## src/shared/adcreg_pkg.sv

```systemverilog
// Purpose: Constants for the converter configuration register bank
// Assumes: 16-bit register addresses, 8-bit register data
// Notes: Offsets, field positions and reset values live here, except the power field and the DCS and chop resets
package adcreg_pkg;
	// Register offsets
	localparam logic [15:0] ADDR_PORT_CFG = 16'h0000;
	localparam logic [15:0] ADDR_CHIP_IDENTIFIER = 16'h0001;
	localparam logic [15:0] ADDR_GRADE = 16'h0002;
	localparam logic [15:0] ADDR_INDEX = 16'h0005;
	localparam logic [15:0] ADDR_LOCAL = 16'h0006;
	localparam logic [15:0] ADDR_POWER = 16'h0008;
	localparam logic [15:0] ADDR_DCS = 16'h0009;
	localparam logic [15:0] ADDR_DIV = 16'h000B;
	localparam logic [15:0] ADDR_CHOP = 16'h000C;
	localparam logic [15:0] ADDR_COMMIT = 16'h00FF;
	// Values after reset
	localparam logic [7:0] RST_PORT_CFG = 8'h18;
	localparam logic [7:0] RST_INDEX = 8'h33;
	localparam logic [7:0] RST_LOCAL = 8'h00;
	localparam logic [1:0] RST_POWER = 2'h0;
	localparam logic [2:0] RST_DIV = 3'h0;
	// Port configuration field positions (mirrored nibbles)
	localparam int PC_SDO_HI = 7;
	localparam int PC_LSB_HI = 6;
	localparam int PC_SRST_HI = 5;
	localparam int PC_A16_HI = 4;
	localparam int PC_A16_LO = 3;
	localparam int PC_SRST_LO = 2;
	localparam int PC_LSB_LO = 1;
	localparam int PC_SDO_LO = 0;
	// Index bits: data A, data B, frame clock, data clock
	localparam int NCH = 4;
	localparam int IDX_BIT [NCH] = '{0, 1, 4, 5};
	// Other field positions
	localparam int DCS_BIT = 0;
	localparam int CHOP_BIT = 2;
	localparam int COMMIT_BIT = 0;
	localparam int DIV_W = 3;
	// Power modes
	typedef enum logic [1:0] {
		PM_RUN = 2'b00,
		PM_DOWN = 2'b01,
		PM_STBY = 2'b10,
		PM_RESET = 2'b11
	} adcreg_pmode_t;
endpackage

```

## src/hw/adcreg_bank.sv

```systemverilog
// Purpose: Configuration register bank of a dual-channel converter
// Assumes: A serial framer delivers decoded register reads and writes
// Notes: Local registers have four copies steered by the index register
// Summary of operation
// - Every reset, hard or soft, loads each register with its default value.
// - Local registers have one physical copy per channel.
// - Index bits 0, 1, 4 and 5 pick data A, data B, frame clock and data clock copies.
// - With all index bits set a single write updates all four local copies.
// - A local read with all index bits set returns channel A's copy.
// - Global registers are never gated by the index register.
// - Port configuration bits 0 and 7 read zero and bits 3 and 4 read one.
// - Writing a soft reset bit resets all user registers and the bit self-clears.
// - Power mode field selects run, full power-down, standby or reset.
`timescale 1ns/10ps
module adcreg_bank
	import adcreg_pkg::*;
#(
	parameter logic [7:0] CHIP_IDENTIFIER = 8'h5A, // Arbitrary value
	parameter logic [2:0] GRADE_ID = 3'h1 // Arbitrary value
) (
	input wire logic mclk, // Converter clock
	input wire logic rstn, // Async reset, active low
	input wire logic reg_wr, // Register write strobe
	input wire logic reg_rd, // Register read strobe
	input wire logic [15:0] reg_addr, // Register address
	input wire logic [7:0] reg_wdata, // Write data
	output logic [7:0] reg_rdata, // Read data
	output logic reg_rvalid, // Read data valid pulse
	output logic lsb_first, // Serial bit order LSB first
	output logic soft_reset, // Soft reset pulse
	output logic [1:0] power_mode, // Operating state
	output logic dcs_on, // Duty cycle stabiliser on
	output logic chop_on, // Chop mode on
	output logic [2:0] clk_div, // Divide ratio minus one
	output logic clk_div_tick, // Divided sample clock tick
	output logic override_commit, // Override transfer pulse
	output logic [7:0] local_cfg_a, // Data channel A copy
	output logic [7:0] local_cfg_b, // Data channel B copy
	output logic [7:0] local_cfg_fco, // Frame clock output copy
	output logic [7:0] local_cfg_dco // Data clock output copy
);

	logic rst_s1_r;
	logic rst_n_r;
	logic srst_r;
	logic lsb_r;
	logic [7:0] index_r;
	logic [7:0] loc_r [NCH];
	logic [2:0] div_cnt_r;
	logic [7:0] rd_nxt;
	logic [7:0] port_val;
	logic wr_ok;

	// Reset release through two flops
	always_ff @(posedge mclk or negedge rstn) begin
		if (!rstn) begin
			rst_s1_r <= 1'b0;
			rst_n_r <= 1'b0;
		end else begin
			rst_s1_r <= 1'b1;
			rst_n_r <= rst_s1_r;
		end
	end

	// Writes are dropped during the soft reset cycle
	assign wr_ok = reg_wr && !srst_r;

	// Soft reset request from either mirrored bit
	always_ff @(posedge mclk or negedge rst_n_r) begin
		if (!rst_n_r) begin
			srst_r <= 1'b0;
		end else begin
			srst_r <= wr_ok && (reg_addr == ADDR_PORT_CFG)
				&& (reg_wdata[PC_SRST_HI] || reg_wdata[PC_SRST_LO]);
		end
	end
	assign soft_reset = srst_r;

	// Port configuration: bit order from either nibble
	always_ff @(posedge mclk or negedge rst_n_r) begin
		if (!rst_n_r) begin
			lsb_r <= RST_PORT_CFG[PC_LSB_LO];
		end else if (srst_r) begin
			lsb_r <= RST_PORT_CFG[PC_LSB_LO];
		end else if (wr_ok && reg_addr == ADDR_PORT_CFG) begin
			lsb_r <= reg_wdata[PC_LSB_HI] || reg_wdata[PC_LSB_LO];
		end
	end
	assign lsb_first = lsb_r;

	// Mirrored readback; 3-wire and 16-bit address bits fixed
	always_comb begin
		port_val = 8'h00;
		port_val[PC_SDO_HI] = 1'b0;
		port_val[PC_SDO_LO] = 1'b0;
		port_val[PC_A16_HI] = 1'b1;
		port_val[PC_A16_LO] = 1'b1;
		port_val[PC_LSB_HI] = lsb_r;
		port_val[PC_LSB_LO] = lsb_r;
		port_val[PC_SRST_HI] = srst_r;
		port_val[PC_SRST_LO] = srst_r;
	end

	// Channel index register
	always_ff @(posedge mclk or negedge rst_n_r) begin
		if (!rst_n_r) begin
			index_r <= RST_INDEX;
		end else if (srst_r) begin
			index_r <= RST_INDEX;
		end else if (wr_ok && reg_addr == ADDR_INDEX) begin
			index_r <= reg_wdata & RST_INDEX;
		end
	end

	// Global function registers, never gated by the index
	always_ff @(posedge mclk or negedge rst_n_r) begin
		if (!rst_n_r) begin
			power_mode <= RST_POWER;
			dcs_on <= 1'b0;
			chop_on <= 1'b0;
			clk_div <= RST_DIV;
		end else if (srst_r) begin
			power_mode <= RST_POWER;
			dcs_on <= 1'b0;
			chop_on <= 1'b0;
			clk_div <= RST_DIV;
		end else if (wr_ok) begin
			case (reg_addr)
				ADDR_POWER: power_mode <= reg_wdata[1:0];
				ADDR_DCS: dcs_on <= reg_wdata[DCS_BIT];
				ADDR_CHOP: chop_on <= reg_wdata[CHOP_BIT];
				ADDR_DIV: clk_div <= reg_wdata[DIV_W-1:0];
				default: ;
			endcase
		end
	end

	// Transfer bit acts as a self-clearing pulse
	always_ff @(posedge mclk or negedge rst_n_r) begin
		if (!rst_n_r) begin
			override_commit <= 1'b0;
		end else begin
			override_commit <= wr_ok && (reg_addr == ADDR_COMMIT) && reg_wdata[COMMIT_BIT];
		end
	end

	// Sample clock divider: one tick every clk_div+1 cycles
	always_ff @(posedge mclk or negedge rst_n_r) begin
		if (!rst_n_r) begin
			div_cnt_r <= 3'h0;
			clk_div_tick <= 1'b0;
		end else if (div_cnt_r >= clk_div) begin
			div_cnt_r <= 3'h0;
			clk_div_tick <= 1'b1;
		end else begin
			div_cnt_r <= div_cnt_r + 3'h1;
			clk_div_tick <= 1'b0;
		end
	end

	// One local copy per channel, written when its index bit is set
	for (genvar i = 0; i < NCH; i++) begin : g_loc
		always_ff @(posedge mclk or negedge rst_n_r) begin
			if (!rst_n_r) begin
				loc_r[i] <= RST_LOCAL;
			end else if (srst_r) begin
				loc_r[i] <= RST_LOCAL;
			end else if (wr_ok && reg_addr == ADDR_LOCAL && index_r[IDX_BIT[i]]) begin
				loc_r[i] <= reg_wdata;
			end
		end
	end
	assign local_cfg_a = loc_r[0];
	assign local_cfg_b = loc_r[1];
	assign local_cfg_fco = loc_r[2];
	assign local_cfg_dco = loc_r[3];

	// Read multiplexer; local reads prefer channel A
	always_comb begin
		rd_nxt = 8'h00;
		case (reg_addr)
			ADDR_PORT_CFG: rd_nxt = port_val;
			ADDR_CHIP_IDENTIFIER: rd_nxt = CHIP_IDENTIFIER;
			ADDR_GRADE: rd_nxt = {1'b0, GRADE_ID, 4'h0};
			ADDR_INDEX: rd_nxt = index_r;
			ADDR_POWER: rd_nxt = {6'h00, power_mode};
			ADDR_DCS: rd_nxt = {7'h00, dcs_on};
			ADDR_DIV: rd_nxt = {5'h00, clk_div};
			ADDR_CHOP: rd_nxt = {5'h00, chop_on, 2'h0};
			ADDR_COMMIT: rd_nxt = 8'h00;
			ADDR_LOCAL: begin
				if (index_r[IDX_BIT[0]]) begin
					rd_nxt = loc_r[0];
				end else if (index_r[IDX_BIT[1]]) begin
					rd_nxt = loc_r[1];
				end else if (index_r[IDX_BIT[2]]) begin
					rd_nxt = loc_r[2];
				end else if (index_r[IDX_BIT[3]]) begin
					rd_nxt = loc_r[3];
				end
			end
			default: rd_nxt = 8'h00;
		endcase
	end

	// Registered read answer
	always_ff @(posedge mclk or negedge rst_n_r) begin
		if (!rst_n_r) begin
			reg_rdata <= 8'h00;
			reg_rvalid <= 1'b0;
		end else begin
			reg_rvalid <= reg_rd;
			if (reg_rd) begin
				reg_rdata <= rd_nxt;
			end
		end
	end
endmodule // adcreg_bank

```

## config.mk

```make
export PLATFORM = sky130hd
export DESIGN_NAME = adcreg_bank
export DESIGN_NICKNAME = d
export VERILOG_FILES = /design/src/shared/adcreg_pkg.sv /design/src/hw/adcreg_bank.sv
export SDC_FILE = /design/constraint.sdc
export NUM_CORES = 1
export LEC_CHECK = 0
export ABC_AREA = 1
export BUFFER_PORTS_ARGS = -buffer_cell sky130_fd_sc_hd__buf_2
export CAP_MARGIN = 20
export CORE_AREA = 4 4 82 84
export CTS_CLUSTER_DIAMETER = 200
export DETAILED_ROUTE_END_ITERATION = 16
export DIE_AREA = 0 0 86 88
export PLACE_DENSITY = 0.83
export SYNTH_ARGS = -nofsm -noshare
export SYNTH_HDL_FRONTEND = slang
export SYNTH_SLANG_ARGS = --single-unit
```

## constraint.sdc

```tcl
create_clock -name mclk -period 2.1 [get_ports mclk]
set_input_delay 0.105 -clock mclk [delete_from_list [all_inputs] [get_ports mclk]]
set_output_delay 0.105 -clock mclk [all_outputs]
set_load 0.02 [all_outputs]
```

; After elaboration in Yosys (flattened, before gate mapping)
; Cells that the tools add are included.
[word_totals]
ff_bits = 65
in_bits = 28
out_inout_bits = 52
elab_cells = 90
[classes]
n_addsub = 1
n_lt_le_gt_ge = 1
n_eq_ne = 9
n_mux = 31
reduce_logical = 30
[op_table]
columns = operator, count
row1 = 2-to-1 mux 8 bit, 14
row2 = case mux 8 bit (9 select lines), 1
row3 = equality test 16 x 4 -> 1 bit (second input constant), 4
row4 = equality test 16 x 3 -> 1 bit (second input constant), 2
row5 = nonzero test 2 bit, 11
row6 = equality test 16 x 1 -> 1 bit (second input constant), 1
row7 = equality test 16 x 2 -> 1 bit (second input constant), 1
row8 = equality test 16 x 8 -> 1 bit (second input constant), 1
row9 = logical NOT 16 bit, 1
row10 = 2-to-1 mux 3 bit, 4
row11 = logical AND 1 bit, 11
row12 = 2-to-1 mux 1 bit, 9
row13 = AND reduction 2 bit, 4
row14 = 2-to-1 mux 2 bit, 3
row15 = adder 3 x 1 -> 3 bit (second input constant), 1
row16 = >= comparator 3 bit, 1
row17 = logical OR 1 bit, 2
row18 = logical NOT 1 bit, 1

; Longest topological paths before layout
[logic_depth]
word_depth = 6
depth_mapped = 11

; Worst setup path before layout
; No wires, ideal clock.
[synth_timing]
path_kind = flip-flop to flip-flop
startpoint = register index_r[0]
endpoint = register reg_rdata[0]
setup_time_ps = 117
arrival_ps = 1424
slack_ps = 559
stages_incl_launch_ff = 10
cell_sequence = dfstp_2 > buf_4 > clkinv_1 > or2_2 > nand2_1 > nor2_1 > nor2_1 > nand2_1 > nand2_1 > nand2_1
[synth_via]
elab_chain_len = 2
[synth_lines]
columns = element, line
row1 = from (decl), adcreg_bank.sv:47  ; logic [7:0] index_r;
row2 = from (signal assigned), adcreg_bank.sv:111  ; index_r <= reg_wdata & RST_INDEX;
row3 = 2-to-1 mux 8 bit, adcreg_bank.sv:192  ; if (index_r[IDX_BIT[0]]) begin
row4 = case mux 8 bit (9 select lines) *, adcreg_bank.sv:181  ; case (reg_addr)
row5 = to (signal assigned), adcreg_bank.sv:214  ; reg_rdata <= rd_nxt;
row6 = to (decl), adcreg_bank.sv:27  ; output logic [7:0] reg_rdata,
; Mark *: on every way between the ends. The rest lies on a longest branch, timed or not.
; A chain may end at the register's enable or synchronous reset.

; Worst setup path after layout
; Ends and elaborated chain as after synthesis.

==> results.yml <==
timing:
  hold_violations: 0
  setup_viol: 0
  min_period_ns: 1.758
  fin_tns_setup_ns: 0
  maxSlewViolCount: 0
  fin_crit_sh_pct: 83.70
  clock_skew_ns: 0.009487
  max_freq_mhz: 568.9
  whs_ns: 0.03008
  rsz0062_at_grt: "no"
  tightestPinTransition_ns: 0.5629
  slew_headroom_pct: 62.48
yosys:
  syn_area_per_cell_um2: 8.162
  yosys_warnings: 0
  syn_inst: 380
  syn-cell-area_um2: 3102
  seq_area_frac_synth_pct: 49.37
  synth-seq-cells: 61
  yosys.cell_types.count: 32
  syn_nets: 412
drt:
  maxUsedRoutingLayer: "met4"
  wl_met1_um: 3558
  vias: 3081
  wl_met2_um: 4121
  drt_pass1_iterations: 8
  vias_per_cell: 5.716
  drt_iter0_markers: 353
  wl_met3_um: 640
  ant_nets: 0
  wirelength_um: 8477
  wl_per_cell_um: 15.73
  drc: 0
critical_path:
  crit_type: "reg -> reg"
  cp-start-kind: "flop"
  r2r-start: "index_r[0]"
  cp_max_fo: 10
  cp-end-kind: "flop"
  required_ns: 2.32
  reg2reg_depth: 8
  ff2ff_setup_slack_ns: 0.34
  crit_arrival_ns: 1.98
  worstReg2RegEnd: "reg_rdata[0]"
die:
  rows: 28
  io_pins: 80
  core_area_um2: 5921
  die_x_um: 86
  initial_core_util_pct: 52.39
  die-area_um2: 7568
  die_h_um: 88
final_layout:
  diodes: 0
  utilization_pct: 63.72
  area_growth_syn_to_layout_pct: 21.62
  nFillCells: 530
  drive_gt1_share_pct: 26.51
  fin_nets: 491
  final_cells: 539
place:
  port_buffers: 79
  placedCellCount: 521
  dp_hpwl_um: 6296
  routabilityCongestion: 0.9211
grt:
  overflow: 0
  grt_pass1_wl_um: 13910
  grt_pass1_vias: 2859
  antenna_found_initial: 0
  grt_max_degree: 37
  track_usage_pct: 23.72
clock_tree:
  post_cts_buffers: 0
  clk_latency_ns: 0.34
  cts.clk_slew.worst_paths_ns: 0.07
  cts_tree: "done"
  cts_root_buf: "clkbuf_8"
  htreeDepth: 3
  cts_resized: 0
  clkSinkCount: 61
  cts_buffers: 9
  clockBufferDepth: 2
min_path:
  hp-class: "in -> reg"
  worstHoldStart: "reg_addr[7]"
  min_path_cells: 3
  holdPathEnd: "override_commit"
power:
  vdd_ir_drop_max_uv: 442.1
  powerDensity_nw_per_um2: 669.6
  p_leak_nw: 1.974
outcome:
  status: "finished, final reports clean"
job:
  cap_viol_max_count: 0
[synth_stat cells]
master | count | area, um2
buf_6 | 4 | 45.04
nor3_1 | 4 | 20.02
nor2_4 | 1 | 11.26
o21ai_0 | 19 | 95.09
o22ai_1 | 2 | 12.51
nand2_2 | 7 | 43.79
a21oi_1 | 13 | 65.06
dfstp_2 | 4 | 105.1
ha_1 | 4 | 50.05
nand4_1 | 6 | 37.54
nor2_2 | 1 | 6.260
nor3_2 | 1 | 10.01
nand2_1 | 80 | 300.3
o31ai_1 | 3 | 22.52
clkbuf_1 | 3 | 11.26
nor4_1 | 1 | 6.260
o2111ai_1 | 2 | 17.52
dfrtp_1 | 57 | 1426
inv_1 | 22 | 82.58
nand3b_1 | 1 | 7.510
o21ai_2 | 9 | 78.83
buf_2 | 9 | 45.04
xnor2_1 | 1 | 8.760
or2_2 | 2 | 12.51
o21ai_1 | 18 | 90.09
buf_4 | 1 | 7.510
conb_1 | 1 | 3.750
o211ai_1 | 4 | 30.03
nand3_1 | 53 | 265.3
a31oi_1 | 3 | 18.77
nor2_1 | 42 | 157.7
clkinv_1 | 2 | 7.510
[state kept, by name, indices dropped and copies added (netlist names)]
signal           flops
local_cfg_fco        8
index_r              4
reg_rdata            8
div_cnt_r            3
clk_div              3
dcs_on               1
local_cfg_b          8
lsb_first            1
chop_on              1
local_cfg_dco        8
override_commit      1
power_mode           2
local_cfg_a          8
clk_div_tick         1
reg_rvalid           1
rst_n_r              1
soft_reset           1
rst_s1_r             1
[timing repair]
item / CTS / global route
setup endpoints to repair: 0 / 0
hold endpoints to repair: 3 / 0
hold buffers: 2 / 0
[final cells by class]
cell class / instances / area, um2 / area share [%]
multi-input combinational: 278 / 1371 / 36.35
sequential: 61 / 1533 / 40.63
timing repair buffer: 85 / 457.9 / 12.14
clock buffer: 13 / 158.9 / 4.212
tap: 75 / 93.84 / 2.488
inverter: 24 / 90.09 / 2.388
clock inverter: 3 / 67.56 / 1.791
[how the worst max path moves through the flow]
stage                from           end  slack (ns)  depth (start not counted)
2_1_floorplan     rst_n_r       chop_on        0.28                          0
3_3_place_gp   index_r[0]  reg_rdata[0]        0.47                          8
3_5_place_dp   index_r[0]  reg_rdata[0]        0.40                          8
4_1_cts        index_r[0]  reg_rdata[0]        0.38                          8
5_1_grt        index_r[0]  reg_rdata[0]        0.19                          8
6_report       index_r[0]  reg_rdata[0]        0.34                          8
[metrics by stage]
| stage | total power [mW] | setup slack [ns] | area (um2) |
|---|---|---|---|
| floorplan | 1.296 | 0.2828 | 3102 |
| global placement | 1.359 | 0.4664 | 3526 |
| detailed placement | 1.362 | 0.4011 | 3526 |
| CTS | 2.537 | 0.3807 | 3772 |
| global route | 2.615 | 0.1860 | 3772 |
| finish | 2.526 | 0.3423 | 3772 |
[kinds of logic (layout without fill, tap and decap cells)]
group	Yosys count	count (layout)	share of synthesized area, %
AOI/OAI and AO/OA	73	73	13.88
adders and majority gates	4	4	1.614
and+or+nand+nor	199	199	28.32
DFF	61	61	49.37
buffers and inverters	41	125	6.414
other	1	1	0.1209
xor gates and xnor gates	1	1	0.2824
[worst max-delay path, stage by stage, from the launching register on]
cell and delay, ns:
dfstp_2 0.64, clkinv_1 0.27, or2_2 0.35, nand2_1 0.08, nor2_1 0.05, nor2_1 0.10, nand2_1 0.06, nand2_1 0.05
nand2_1 0.05
[placed cells by master (no fill, tap or decap), types with 7 or more instances in the layout]
| cell | n |
|---|---|
| nand3_1 | 53 |
| o21ai_1 | 18 |
| inv_1 | 22 |
| a21oi_1 | 13 |
| o21ai_2 | 9 |
| dfrtp_1 | 56 |
| buf_2 | 79 |
| nand2_2 | 7 |
| clkbuf_8 | 11 |
| nand2_1 | 80 |
| o21ai_0 | 19 |
| nor2_1 | 42 |
[routing by layer]
metal / track usage [%] / up-vias
met5: 0 / -
li1: - / 1453
met2: 38.26 / 144
met3: 4.704 / 19
met4: 9.209 / 0
met1: 31.67 / 1465
[power by group]
group / switching, mW / internal [mW] / leakage, nW
Sequential: 0.0198 / 1.18 / 0.815
Clock: 0.447 / 0.734 / 0.110
Combinational: 0.0946 / 0.0462 / 1.05
Total: 0.561 / 1.96 / 1.97
Power figures use the tool's default switching activity.
